===== config.mk =====
export PLATFORM = sky130hd
export DESIGN_NAME = agc_regs
export DESIGN_NICKNAME = d
export VERILOG_FILES = /design/src/agc_pkg.sv /design/src/agc_scaler.sv /design/src/agc_regs.sv
export SDC_FILE = /design/constraint.sdc
export NUM_CORES = 1
export LEC_CHECK = 0
export ABC_CLOCK_PERIOD_IN_PS = 8500
export BUFFER_PORTS_ARGS = -buffer_cell sky130_fd_sc_hd__buf_2
export CORE_ASPECT_RATIO = 0.6
export CORE_UTILIZATION = 43
export CTS_BUF_LIST = sky130_fd_sc_hd__clkbuf_4
export CTS_CLUSTER_SIZE = 10
export DETAILED_ROUTE_END_ITERATION = 10
export GPL_TIMING_DRIVEN = 0
export PLACE_DENSITY_LB_ADDON = 0.1
export SYNTH_ARGS = -nofsm -noshare
export SYNTH_HDL_FRONTEND = slang
export SYNTH_SLANG_ARGS = --single-unit
export TNS_END_PERCENT = 50

===== constraint.sdc =====
create_clock -name pclk -period 8.5 [get_ports pclk]
set_input_delay 0.425 -clock pclk [delete_from_list [all_inputs] [get_ports pclk]]
set_output_delay 0.425 -clock pclk [all_outputs]
set_load 0.02 [all_outputs]

===== src/agc_pkg.sv =====
// Package for the gain calibration coefficient block: map, fields, timing, types.
// Assumes a 250 MHz pclk and a 32-bit APB with byte addresses.
package agc_pkg;

	// Register byte addresses
	localparam logic [31:0] CUR_GAIN_ADDR  = 32'hFFFF053C;
	localparam logic [31:0] VOLT_GAIN_ADDR = 32'hFFFF0540;
	localparam logic [31:0] TEMP_GAIN_ADDR = 32'hFFFF0544;
	localparam logic [31:0] MODE_ADDR      = 32'hFFFF05F0;
	localparam logic [31:0] STAT_ADDR      = 32'hFFFF05F4;

	// Mode register fields
	localparam int MODE_EN_BIT = 0;
	localparam int MODE_LO     = 1;
	localparam int MODE_HI     = 2;
	localparam int CHAN_LO     = 3;
	localparam int CHAN_HI     = 4;

	// Status register fields
	localparam int STAT_SETTLED_BIT = 0;
	localparam int STAT_CAL_BIT     = 1;
	localparam int STAT_REFUSED_BIT = 2;

	// Reset values (coefficients are replaced by factory trim right after release)
	localparam logic [15:0] GAIN_RST = 16'h0000;

	// Idle settling time before coefficient writes
	localparam int IDLE_MIN_NS  = 23000;
	localparam int PCLK_MHZ     = 250;
	localparam int IDLE_MIN_CYC = (IDLE_MIN_NS * PCLK_MHZ + 999) / 1000;

	// Coefficient format: unsigned 1.15, 16'h8000 is unity
	localparam int GAIN_W    = 16;
	localparam int GAIN_FRAC = 15;

	typedef enum logic [1:0] {agc_idle, agc_convert, agc_gaincal, agc_spare} agc_mode_t;
	typedef enum logic [1:0] {agc_ch_cur, agc_ch_volt, agc_ch_temp, agc_ch_none} agc_chan_t;

	// Picks the coefficient that belongs to a channel
	function automatic logic [15:0] agc_gain_of(input agc_chan_t ch, input logic [15:0] g0,
		input logic [15:0] g1, input logic [15:0] g2);
		unique case (ch)
			agc_ch_cur:  agc_gain_of = g0;
			agc_ch_volt: agc_gain_of = g1;
			agc_ch_temp: agc_gain_of = g2;
			agc_ch_none: agc_gain_of = 16'h0000;
		endcase
	endfunction : agc_gain_of

endpackage : agc_pkg


===== src/agc_scaler.sv =====
// Multiplies a signed conversion result by an unsigned 1.15 gain, saturating.
// Assumes result and gain arrive in the pclk domain; one cycle of latency.
`timescale 1ns/1ps
module agc_scaler #(
	parameter int W    = agc_pkg::GAIN_W,
	parameter int FRAC = agc_pkg::GAIN_FRAC
) (
	// Clock, reset, freeze
	input  wire logic                pclk,
	input  wire logic                presetn,
	input  wire logic                ce,
	// Raw result and gain in
	input  wire logic                in_valid,
	input  wire logic signed [W-1:0] in_data,
	input  wire logic        [W-1:0] gain,
	// Scaled result out
	output logic                     out_valid,
	output logic signed      [W-1:0] out_data
);
	import agc_pkg::*;

	logic signed [2*W:0] product;
	logic signed [2*W:0] shifted;

	// Clamps to the signed range instead of wrapping, since a gain above unity can overflow
	function automatic logic signed [W-1:0] sat(input logic signed [2*W:0] v);
		logic signed [2*W:0] hi;
		logic signed [2*W:0] lo;
		hi = (2*W+1)'((2**(W-1)) - 1);
		lo = -hi - (2*W+1)'(1);
		if (v > hi) sat = hi[W-1:0];
		else if (v < lo) sat = lo[W-1:0];
		else sat = v[W-1:0];
	endfunction : sat

	assign product = (2*W+1)'(in_data) * $signed({1'b0, gain});
	assign shifted = product >>> FRAC;

	always_ff @(posedge pclk or negedge presetn) begin
		if (!presetn) begin
			out_valid <= 1'b0;
			out_data  <= '0;
		end else if (ce) begin
			out_valid <= in_valid;
			if (in_valid) begin
				out_data <= sat(shifted);
			end
		end
	end

endmodule : agc_scaler


===== src/agc_regs.sv =====
// Gain calibration coefficients of a three-channel converter, APB slave, result scaling.
// Assumes factory trim, calibration engine and raw results come from pclk-domain logic.
//
// Register access over APB was decided locally.
`timescale 1ns/1ps
module agc_regs #(
	parameter int IDLE_CYCLES = agc_pkg::IDLE_MIN_CYC
) (
	// Clock, reset, freeze
	input  wire logic              pclk,
	input  wire logic              presetn,
	input  wire logic              ce,
	// APB slave
	input  wire logic              psel,
	input  wire logic              penable,
	input  wire logic              pwrite,
	input  wire logic [31:0]       paddr,
	input  wire logic [31:0]       pwdata,
	output logic      [31:0]       prdata,
	output logic                   pready,
	output logic                   pslverr,
	// Factory trim
	input  wire logic [15:0]       factory_cur,
	input  wire logic [15:0]       factory_volt,
	input  wire logic [15:0]       factory_temp,
	// Calibration engine
	output logic                   cal_start,
	output agc_pkg::agc_chan_t     cal_chan,
	input  wire logic              cal_done,
	input  wire logic [15:0]       cal_value,
	// Converter control
	output logic                   conv_enable,
	output agc_pkg::agc_mode_t     conv_mode,
	// Raw results in
	input  wire logic              res_valid,
	input  wire agc_pkg::agc_chan_t res_chan,
	input  wire logic signed [15:0] res_data,
	// Scaled results out
	output logic                   scaled_valid,
	output agc_pkg::agc_chan_t     scaled_chan,
	output logic signed [15:0]     scaled_data
);
	import agc_pkg::*;

	logic [15:0] gain_cur;
	logic [15:0] gain_volt;
	logic [15:0] gain_temp;
	logic        trim_loaded;
	logic [15:0] idle_cnt;
	logic        idle_settled;
	logic        refused;
	logic        setup;
	logic        access;
	logic        wr_ok;
	logic        gain_hit;
	logic        mapped;
	logic        cal_load;
	logic [31:0] next_rdata;

	assign setup    = psel && !penable;
	assign access   = psel && penable && pready;
	assign wr_ok    = conv_enable && (conv_mode == agc_idle);
	assign gain_hit = (paddr == CUR_GAIN_ADDR) || (paddr == VOLT_GAIN_ADDR)
		|| (paddr == TEMP_GAIN_ADDR);
	assign mapped   = gain_hit || (paddr == MODE_ADDR) || (paddr == STAT_ADDR);
	assign cal_load = cal_done && (conv_mode == agc_gaincal);

	// Read data is registered in the setup cycle, so every access has one wait-free edge
	always_comb begin
		next_rdata = 32'h0000_0000;
		unique case (paddr)
			CUR_GAIN_ADDR:  next_rdata[15:0] = gain_cur;
			VOLT_GAIN_ADDR: next_rdata[15:0] = gain_volt;
			TEMP_GAIN_ADDR: next_rdata[15:0] = gain_temp;
			MODE_ADDR: begin
				next_rdata[MODE_EN_BIT]     = conv_enable;
				next_rdata[MODE_HI:MODE_LO] = conv_mode;
				next_rdata[CHAN_HI:CHAN_LO] = cal_chan;
			end
			STAT_ADDR: begin
				next_rdata[STAT_SETTLED_BIT] = idle_settled;
				next_rdata[STAT_CAL_BIT]     = (conv_mode == agc_gaincal);
				next_rdata[STAT_REFUSED_BIT] = refused;
			end
			default: next_rdata = 32'h0000_0000;
		endcase
	end

	// APB answer: pready one cycle after setup
	always_ff @(posedge pclk or negedge presetn) begin
		if (!presetn) begin
			pready  <= 1'b0;
			pslverr <= 1'b0;
			prdata  <= 32'h0000_0000;
		end else if (ce) begin
			pready <= setup;
			if (setup) begin
				prdata  <= pwrite ? 32'h0000_0000 : next_rdata;
				pslverr <= !mapped || (pwrite && gain_hit && !wr_ok);
			end
		end
	end

	// Coefficients: trim after release, then calibration or accepted writes
	always_ff @(posedge pclk or negedge presetn) begin
		if (!presetn) begin
			trim_loaded <= 1'b0;
			gain_cur    <= GAIN_RST;
			gain_volt   <= GAIN_RST;
			gain_temp   <= GAIN_RST;
		end else if (ce) begin
			if (!trim_loaded) begin
				trim_loaded <= 1'b1;
				gain_cur    <= factory_cur;
				gain_volt   <= factory_volt;
				gain_temp   <= factory_temp;
			end else if (cal_load) begin
				unique case (cal_chan)
					agc_ch_cur:  gain_cur  <= cal_value;
					agc_ch_volt: gain_volt <= cal_value;
					agc_ch_temp: gain_temp <= cal_value;
					agc_ch_none: gain_cur  <= gain_cur;
				endcase
			// pslverr was settled at setup; a calibration that ends mid-transfer
			// must not let a write that was already answered as refused land
			end else if (access && pwrite && wr_ok && !pslverr) begin
				if (paddr == CUR_GAIN_ADDR) gain_cur <= pwdata[15:0];
				if (paddr == VOLT_GAIN_ADDR) gain_volt <= pwdata[15:0];
				if (paddr == TEMP_GAIN_ADDR) gain_temp <= pwdata[15:0];
			end
		end
	end

	// Mode register; a finished calibration drops back to idle
	always_ff @(posedge pclk or negedge presetn) begin
		if (!presetn) begin
			conv_enable <= 1'b0;
			conv_mode   <= agc_idle;
			cal_chan    <= agc_ch_cur;
			cal_start   <= 1'b0;
		end else if (ce) begin
			cal_start <= 1'b0;
			if (access && pwrite && paddr == MODE_ADDR) begin
				conv_enable <= pwdata[MODE_EN_BIT];
				conv_mode   <= agc_mode_t'(pwdata[MODE_HI:MODE_LO]);
				cal_chan    <= agc_chan_t'(pwdata[CHAN_HI:CHAN_LO]);
				cal_start   <= pwdata[MODE_EN_BIT]
					&& agc_mode_t'(pwdata[MODE_HI:MODE_LO]) == agc_gaincal;
			end else if (cal_load) begin
				conv_mode <= agc_idle;
			end
		end
	end

	// Settling timer only reports; software owns the wait
	always_ff @(posedge pclk or negedge presetn) begin
		if (!presetn) begin
			idle_cnt <= 16'h0000;
		end else if (ce) begin
			if (!wr_ok) idle_cnt <= 16'h0000;
			else if (!idle_settled) idle_cnt <= idle_cnt + 16'h0001;
		end
	end
	assign idle_settled = (idle_cnt == 16'(IDLE_CYCLES));

	// Sticky refused-write flag; a new refusal wins over the clear by a status read
	always_ff @(posedge pclk or negedge presetn) begin
		if (!presetn) begin
			refused <= 1'b0;
		end else if (ce) begin
			if (access && pwrite && gain_hit && (pslverr || !wr_ok)) refused <= 1'b1;
			else if (access && !pwrite && paddr == STAT_ADDR) refused <= 1'b0;
		end
	end

	always_ff @(posedge pclk or negedge presetn) begin
		if (!presetn) begin
			scaled_chan <= agc_ch_none;
		end else if (ce && res_valid) begin
			scaled_chan <= res_chan;
		end
	end

	agc_scaler #(
		.W    (GAIN_W),
		.FRAC (GAIN_FRAC)
	) u_scale (
		.pclk      (pclk),
		.presetn   (presetn),
		.ce        (ce),
		.in_valid  (res_valid),
		.in_data   (res_data),
		.gain      (agc_gain_of(res_chan, gain_cur, gain_volt, gain_temp)),
		.out_valid (scaled_valid),
		.out_data  (scaled_data)
	);
endmodule : agc_regs


After elaboration in Yosys (flattened, before gate mapping)
Cells that the tools add are included.

$add $sub $neg: 1. Multipliers: 1. Magnitude comparators: 2. Equality and inequality tests: 21. Mux-type cells: 29. Reduce and logical (&&, ||, !) cells: 42.

Operators by type and width (count): 2-to-1 mux 16 bit (20); equality test 32 bit, second input constant (5); one-hot mux 16 bit (4 select lines) (1); multiplier 16 x 17 -> 33 bit (1); one-hot mux 11 bit (3 select lines) (1); > comparator 18 x 16 -> 1 bit, second input constant (1); < comparator 18 x 16 -> 1 bit, second input constant (1); logical AND 1 bit (17); adder 16 x 1 -> 16 bit, second input constant (1); equality test 16 x 13 -> 1 bit, second input constant (1); one-hot mux 3 bit (5 select lines) (1); inequality test 3 x 1 -> 1 bit, second input constant (4); AND reduction 2 bit (6); AND reduction 4 bit (3); equality test 2 bit, second input constant (5); inequality test 3 x 2 -> 1 bit, second input constant (3); one-hot mux 2 bit (4 select lines) (1); logical NOT 2 bit (3); logical OR 1 bit (6); logical NOT 1 bit (5); equality test 2 x 1 -> 1 bit, second input constant (2); 2-to-1 mux 2 bit (2); nonzero test 2 bit (2); 2-to-1 mux 1 bit (3); inequality test 2 bit, second input constant (1).

Register bits after elaboration: 125. Input bits: 154. Word-level logic and storage cells: 112.

Longest topological paths before layout
Word-level depth: 8. Depth in mapped cells: 29.

By module
From an unflattened synthesis, not the netlist that was laid out.

Cell total of the unflattened synthesis: 1658. Area total of the unflattened synthesis: 14737.9 µm².

By module, submodules not included: agc_scaler (instances 1, cells each 1048, area an instance 9297.7 µm²); agc_regs (instances 1, cells each 610, area an instance 5440.2 µm²).

Worst setup path before layout
No wires, ideal clock.

Path type: input to register. Start point: input res_chan[1]. End point: register u_scale.out_data[10]. Setup time: 0.126 ns. Arrival: 7.566 ns. Data required time: 8.374 ns. Slack: 0.808 ns. Cell stages on the path: 29. Buffers on the path: 4. Cells stage by stage: clkbuf_1 > nor2b_1 > clkbuf_1 > nand2_1 > o21ai_0 > clkbuf_1 > nand2_1 > fa_1 > inv_1 > fa_1 > inv_1 > fa_1 > inv_1 > fa_1 > fa_1 > inv_1 > fa_1 > inv_1 > ha_1 > a21oi_1 > o21ai_0 > or4_1 > o211ai_2 > o211ai_2 > a41oi_2 > xor2_2 > o21ai_2 > buf_6 > a221o_1.

Longest elaborated chain between the ends: 6. Elaborated cells on any way between the ends: 10. Classes of those cells: mul (1); order compare (2); eq/ne (3); mux (3); reduce/logical (1).

RTL lines: from (decl) (RTL line agc_regs.sv:36) `input wire agc_pkg::agc_chan_t res_chan,`; equality test 2 bit, or another cell as far along (RTL line agc_pkg.sv:42) `unique case (ch)`; one-hot mux 16 bit (4 select lines) * (RTL line agc_pkg.sv:42); multiplier 16 x 17 -> 33 bit * (RTL line agc_scaler.sv:36) `assign product = (2*W+1)'(in_data) * $signed({1'b0, gain});`; < comparator 18 x 16 -> 1 bit (RTL line agc_scaler.sv:32) `else if (v < lo) sat = lo[W-1:0];`; 2-to-1 mux 16 bit (RTL line agc_scaler.sv:32); 2-to-1 mux 16 bit * (RTL line agc_scaler.sv:31) `if (v > hi) sat = hi[W-1:0];`; to (signal assigned) (RTL line agc_scaler.sv:46) `out_data <= sat(shifted);`; to (decl) (RTL line agc_scaler.sv:18) `output logic signed [W-1:0] out_data`.

Every way passes the cells marked *; elsewhere a longest branch is shown, timed or not. A chain may end at the register's enable or synchronous reset.

Worst setup path after layout
Start point: input res_chan[1]. End point: register u_scale.out_data[1].

The elaborated chain is that of the path after synthesis.

==> flow_summary.toml <==
[pwr]
peakVddDrop_mv = 0.3436
p_per_area_nw_per_um2 = 362.1
p_leak_nw = 8.153
p_total_mw = 5.878

[detailed_routing]
drt_pre_antenna_iters = 7
top_layer_used = "met4"
drtIter0Drc = 1176
route.layer.met1.wl_um = 23460
ant_nets = 0
wl_met3_um = 5138
vias = 12320
drc = 0
wl_met2_um = 17850
wl_per_cell_um = 20.47
drt_wl_total_um = 46670
viasPerCell = 5.403

[synth]
ys_seq_area_frac = 0.1891
synthSimpleGateAreaFrac = 0.1891
ys_ff_latch = 109
muxShareOfSynthArea = 0.02964
syn_area_um2 = 14440
synth_top_family_by_area = "adder cells"
synthFlopType = "dfrtp_1"
ys_warn_count = 0
ys_types = 61
synth_compound_area_frac = 0.1036
synth_edf_count = 0
synthAdderAreaFrac = 0.3724
async_reset_ff_frac = 1.000
synth_xor_area_frac = 0.01993
postSynthCellCount = 1614
syn_area_per_cell_um2 = 8.946

[die]
core.rowCount = 51
die_y_um = 143.9
core_area_um2 = 32740
die_x_um = 238.6
ios = 213
die_area_um2 = 34340
start_util = 0.4411

[worst_setup_path]
cp-end-kind = "flop"
cp_data_arrival_time_ps = 8580
worstSetupStartpointType = "input pin"
cp_max_fo = 13
crit_required_ps = 8930
crit_type = "input pin to flop"

[sta]
rsz0062_at_grt = "no"
slew_headroom = 0.2474
setup_viol = 0
finalWorstSetupSlack_ps = 356.3
timing.fmax_mhz = 122.8
period_minus_slack_ps = 8144
maxSlewViolCount = 0
hold_viol = 0
tns_ps = 0
fin_skew_ps = 35.88
fin_crit_sh = 0.9581
worst-slew-pin-transition_ps = 1120

[clock_tree]
clk_pin_slew_ps = 200
cts_buffer_depth = 2
clock_latency_ps = 540
cts_tree = "done"
htree_levels = 3
cts_buffers = 9
clkSinkCount = 109
cts-root-buf = "clkbuf_4"

[grt]
grt_pass1_wl_um = 71760
grt_max_degree = 93
antenna_found_initial = 1
grt_usage = 0.2826
grt_remaining_overflow = 0
grt_pass1_vias = 11880

[min_path]
hp-class = "input pin to flop"

[placement]
gp_congestion = 0.9664
dp_slack_ps = -1488
dp_hpwl_um = 38230
io_buffers = 180

[layout]
utilization = 0.4959
drive_above_1_share = 0.1596
nets = 2293
diodes = 0
area_growth_pct = 12.43

[status]
status = "finished clean"

[run]
cap_violations = 0
logic make-up (layout without fill, tap and decap cells):
group,Yosys count,count (layout)
AND/OR/NAND/NOR,556,556
buffers and inverters,345,546
adder cells (fa/ha/maj),314,314
AO/OA/AOI/OAI,217,217
flip-flops,109,109
multiplexers,40,40
XOR/XNOR,32,32
other,1,16
sequential cells by signal, summed over array words and instances (netlist names):
name               cells
conv_enable            1
conv_mode              2
idle_cnt              16
cal_start              1
scaled_chan            2
u_scale.out_data      16
refused                1
gain_volt             16
pready                 1
gain_temp             16
cal_chan               2
pslverr                1
trim_loaded            1
gain_cur              16
u_scale.out_valid      1
prdata                16
worst paths after layout:
path	startpoint	end	slack [ps]	cells after the start
max reg2reg	gain_volt[9]$_DFFE_PN0P_	u_scale.out_data[1]$_DFFE_PN0P_	420	24
max in group asynchronous	presetn	idle_cnt[3]$_DFFE_PN0P_	7460	3
min in group asynchronous	presetn	prdata[13]$_DFFE_PN0P_	270	2
min reg2reg	prdata[2]$_DFFE_PN0P_	prdata[2]$_DFFE_PN0P_	500	1
min	factory_cur[7]	gain_cur[7]$_DFFE_PN0P_	120	3
max	res_chan[1]	u_scale.out_data[1]$_DFFE_PN0P_	360	27
cells in the mapped netlist, drive strengths merged, types with 14 or more instances:
library cell / n / area share
inv: 255 / 0.066
nand2: 209 / 0.054
fa: 193 / 0.27
ha: 121 / 0.10
and2: 117 / 0.051
dfrtp: 107 / 0.19
nor2: 92 / 0.024
clkbuf: 63 / 0.016
o21ai: 54 / 0.019
a31oi: 53 / 0.023
nand2b: 52 / 0.023
a21oi: 28 / 0.0097
buf: 27 / 0.013
mux2: 22 / 0.017
nand4: 19 / 0.0082
xor2: 19 / 0.012
mux2i: 18 / 0.012
a221o: 15 / 0.010
a222oi: 14 / 0.0097
nand3: 14 / 0.0049
layout make-up:
class	instances	area, µm²
flip-flops and latches	109	2730
plain buffers	89	455.4
well taps	450	563.0
multi-input cells	1175	10440
clock inverters	6	37.54
clock buffers	10	75.07
inverters	255	957.2
repair buffers	186	974.7
fillers	3177	16500
layer usage:
layer | global-route usage | vias up
li1 | - | 5601
met1 | 0.4572 | 6169
met2 | 0.3591 | 524
met3 | 0.09643 | 24
met4 | 0.02901 | 0
met5 | 0 | -
power breakdown:
group          switching (mW)  internal, mW  total (mW)
clock                   0.192        0.0626       0.255
sequential             0.0494         0.588       0.638
combinational            3.06          1.93        4.99
critical path: stages:
cell and delay, ps:
buf_2 330, nor2b_4 300, clkbuf_2 320, nand2_1 110, o21ai_2 220, buf_2 350
nand2_1 120, fa_1 550, fa_1 540, fa_1 530, inv_1 60, fa_1 450
fa_1 520, inv_1 70, fa_1 600, inv_1 80, ha_1 390, a21oi_1 270
o21ai_0 140, or4_1 550, o211ai_2 260, o211ai_2 180, a41oi_2 310, xor2_2 260
o21ai_2 140, buf_6 170, a221o_1 300
cell usage in the layout (no fill, tap or decap), types with 52 or more instances in the layout:
cell and count:
nand2b_1 52, nand2_1 209, dfrtp_1 107, fa_1 193
buf_2 188, inv_1 255, and2_1 117, a31oi_1 53
ha_1 121, nor2_1 92
metrics by stage:
step           std cells  hold WS [ps]  area [µm²]
5_1_grt             2280         85.18       16230
3_5_place_dp        2260         272.4       15990
4_1_cts             2280         85.88       16180
6_report            2280         116.0       16230
2_1_floorplan       1629         129.4       14500
3_3_place_gp        2259         460.4       15960
what timing repair did:
item,CTS,global route
hold buffers,1,0
endpoints found under the hold margin,17,0
resized for setup,27,36
setup endpoints to repair,16,15
buffers inserted,4,0
No activity file was read; power rests on OpenSTA's default activity.
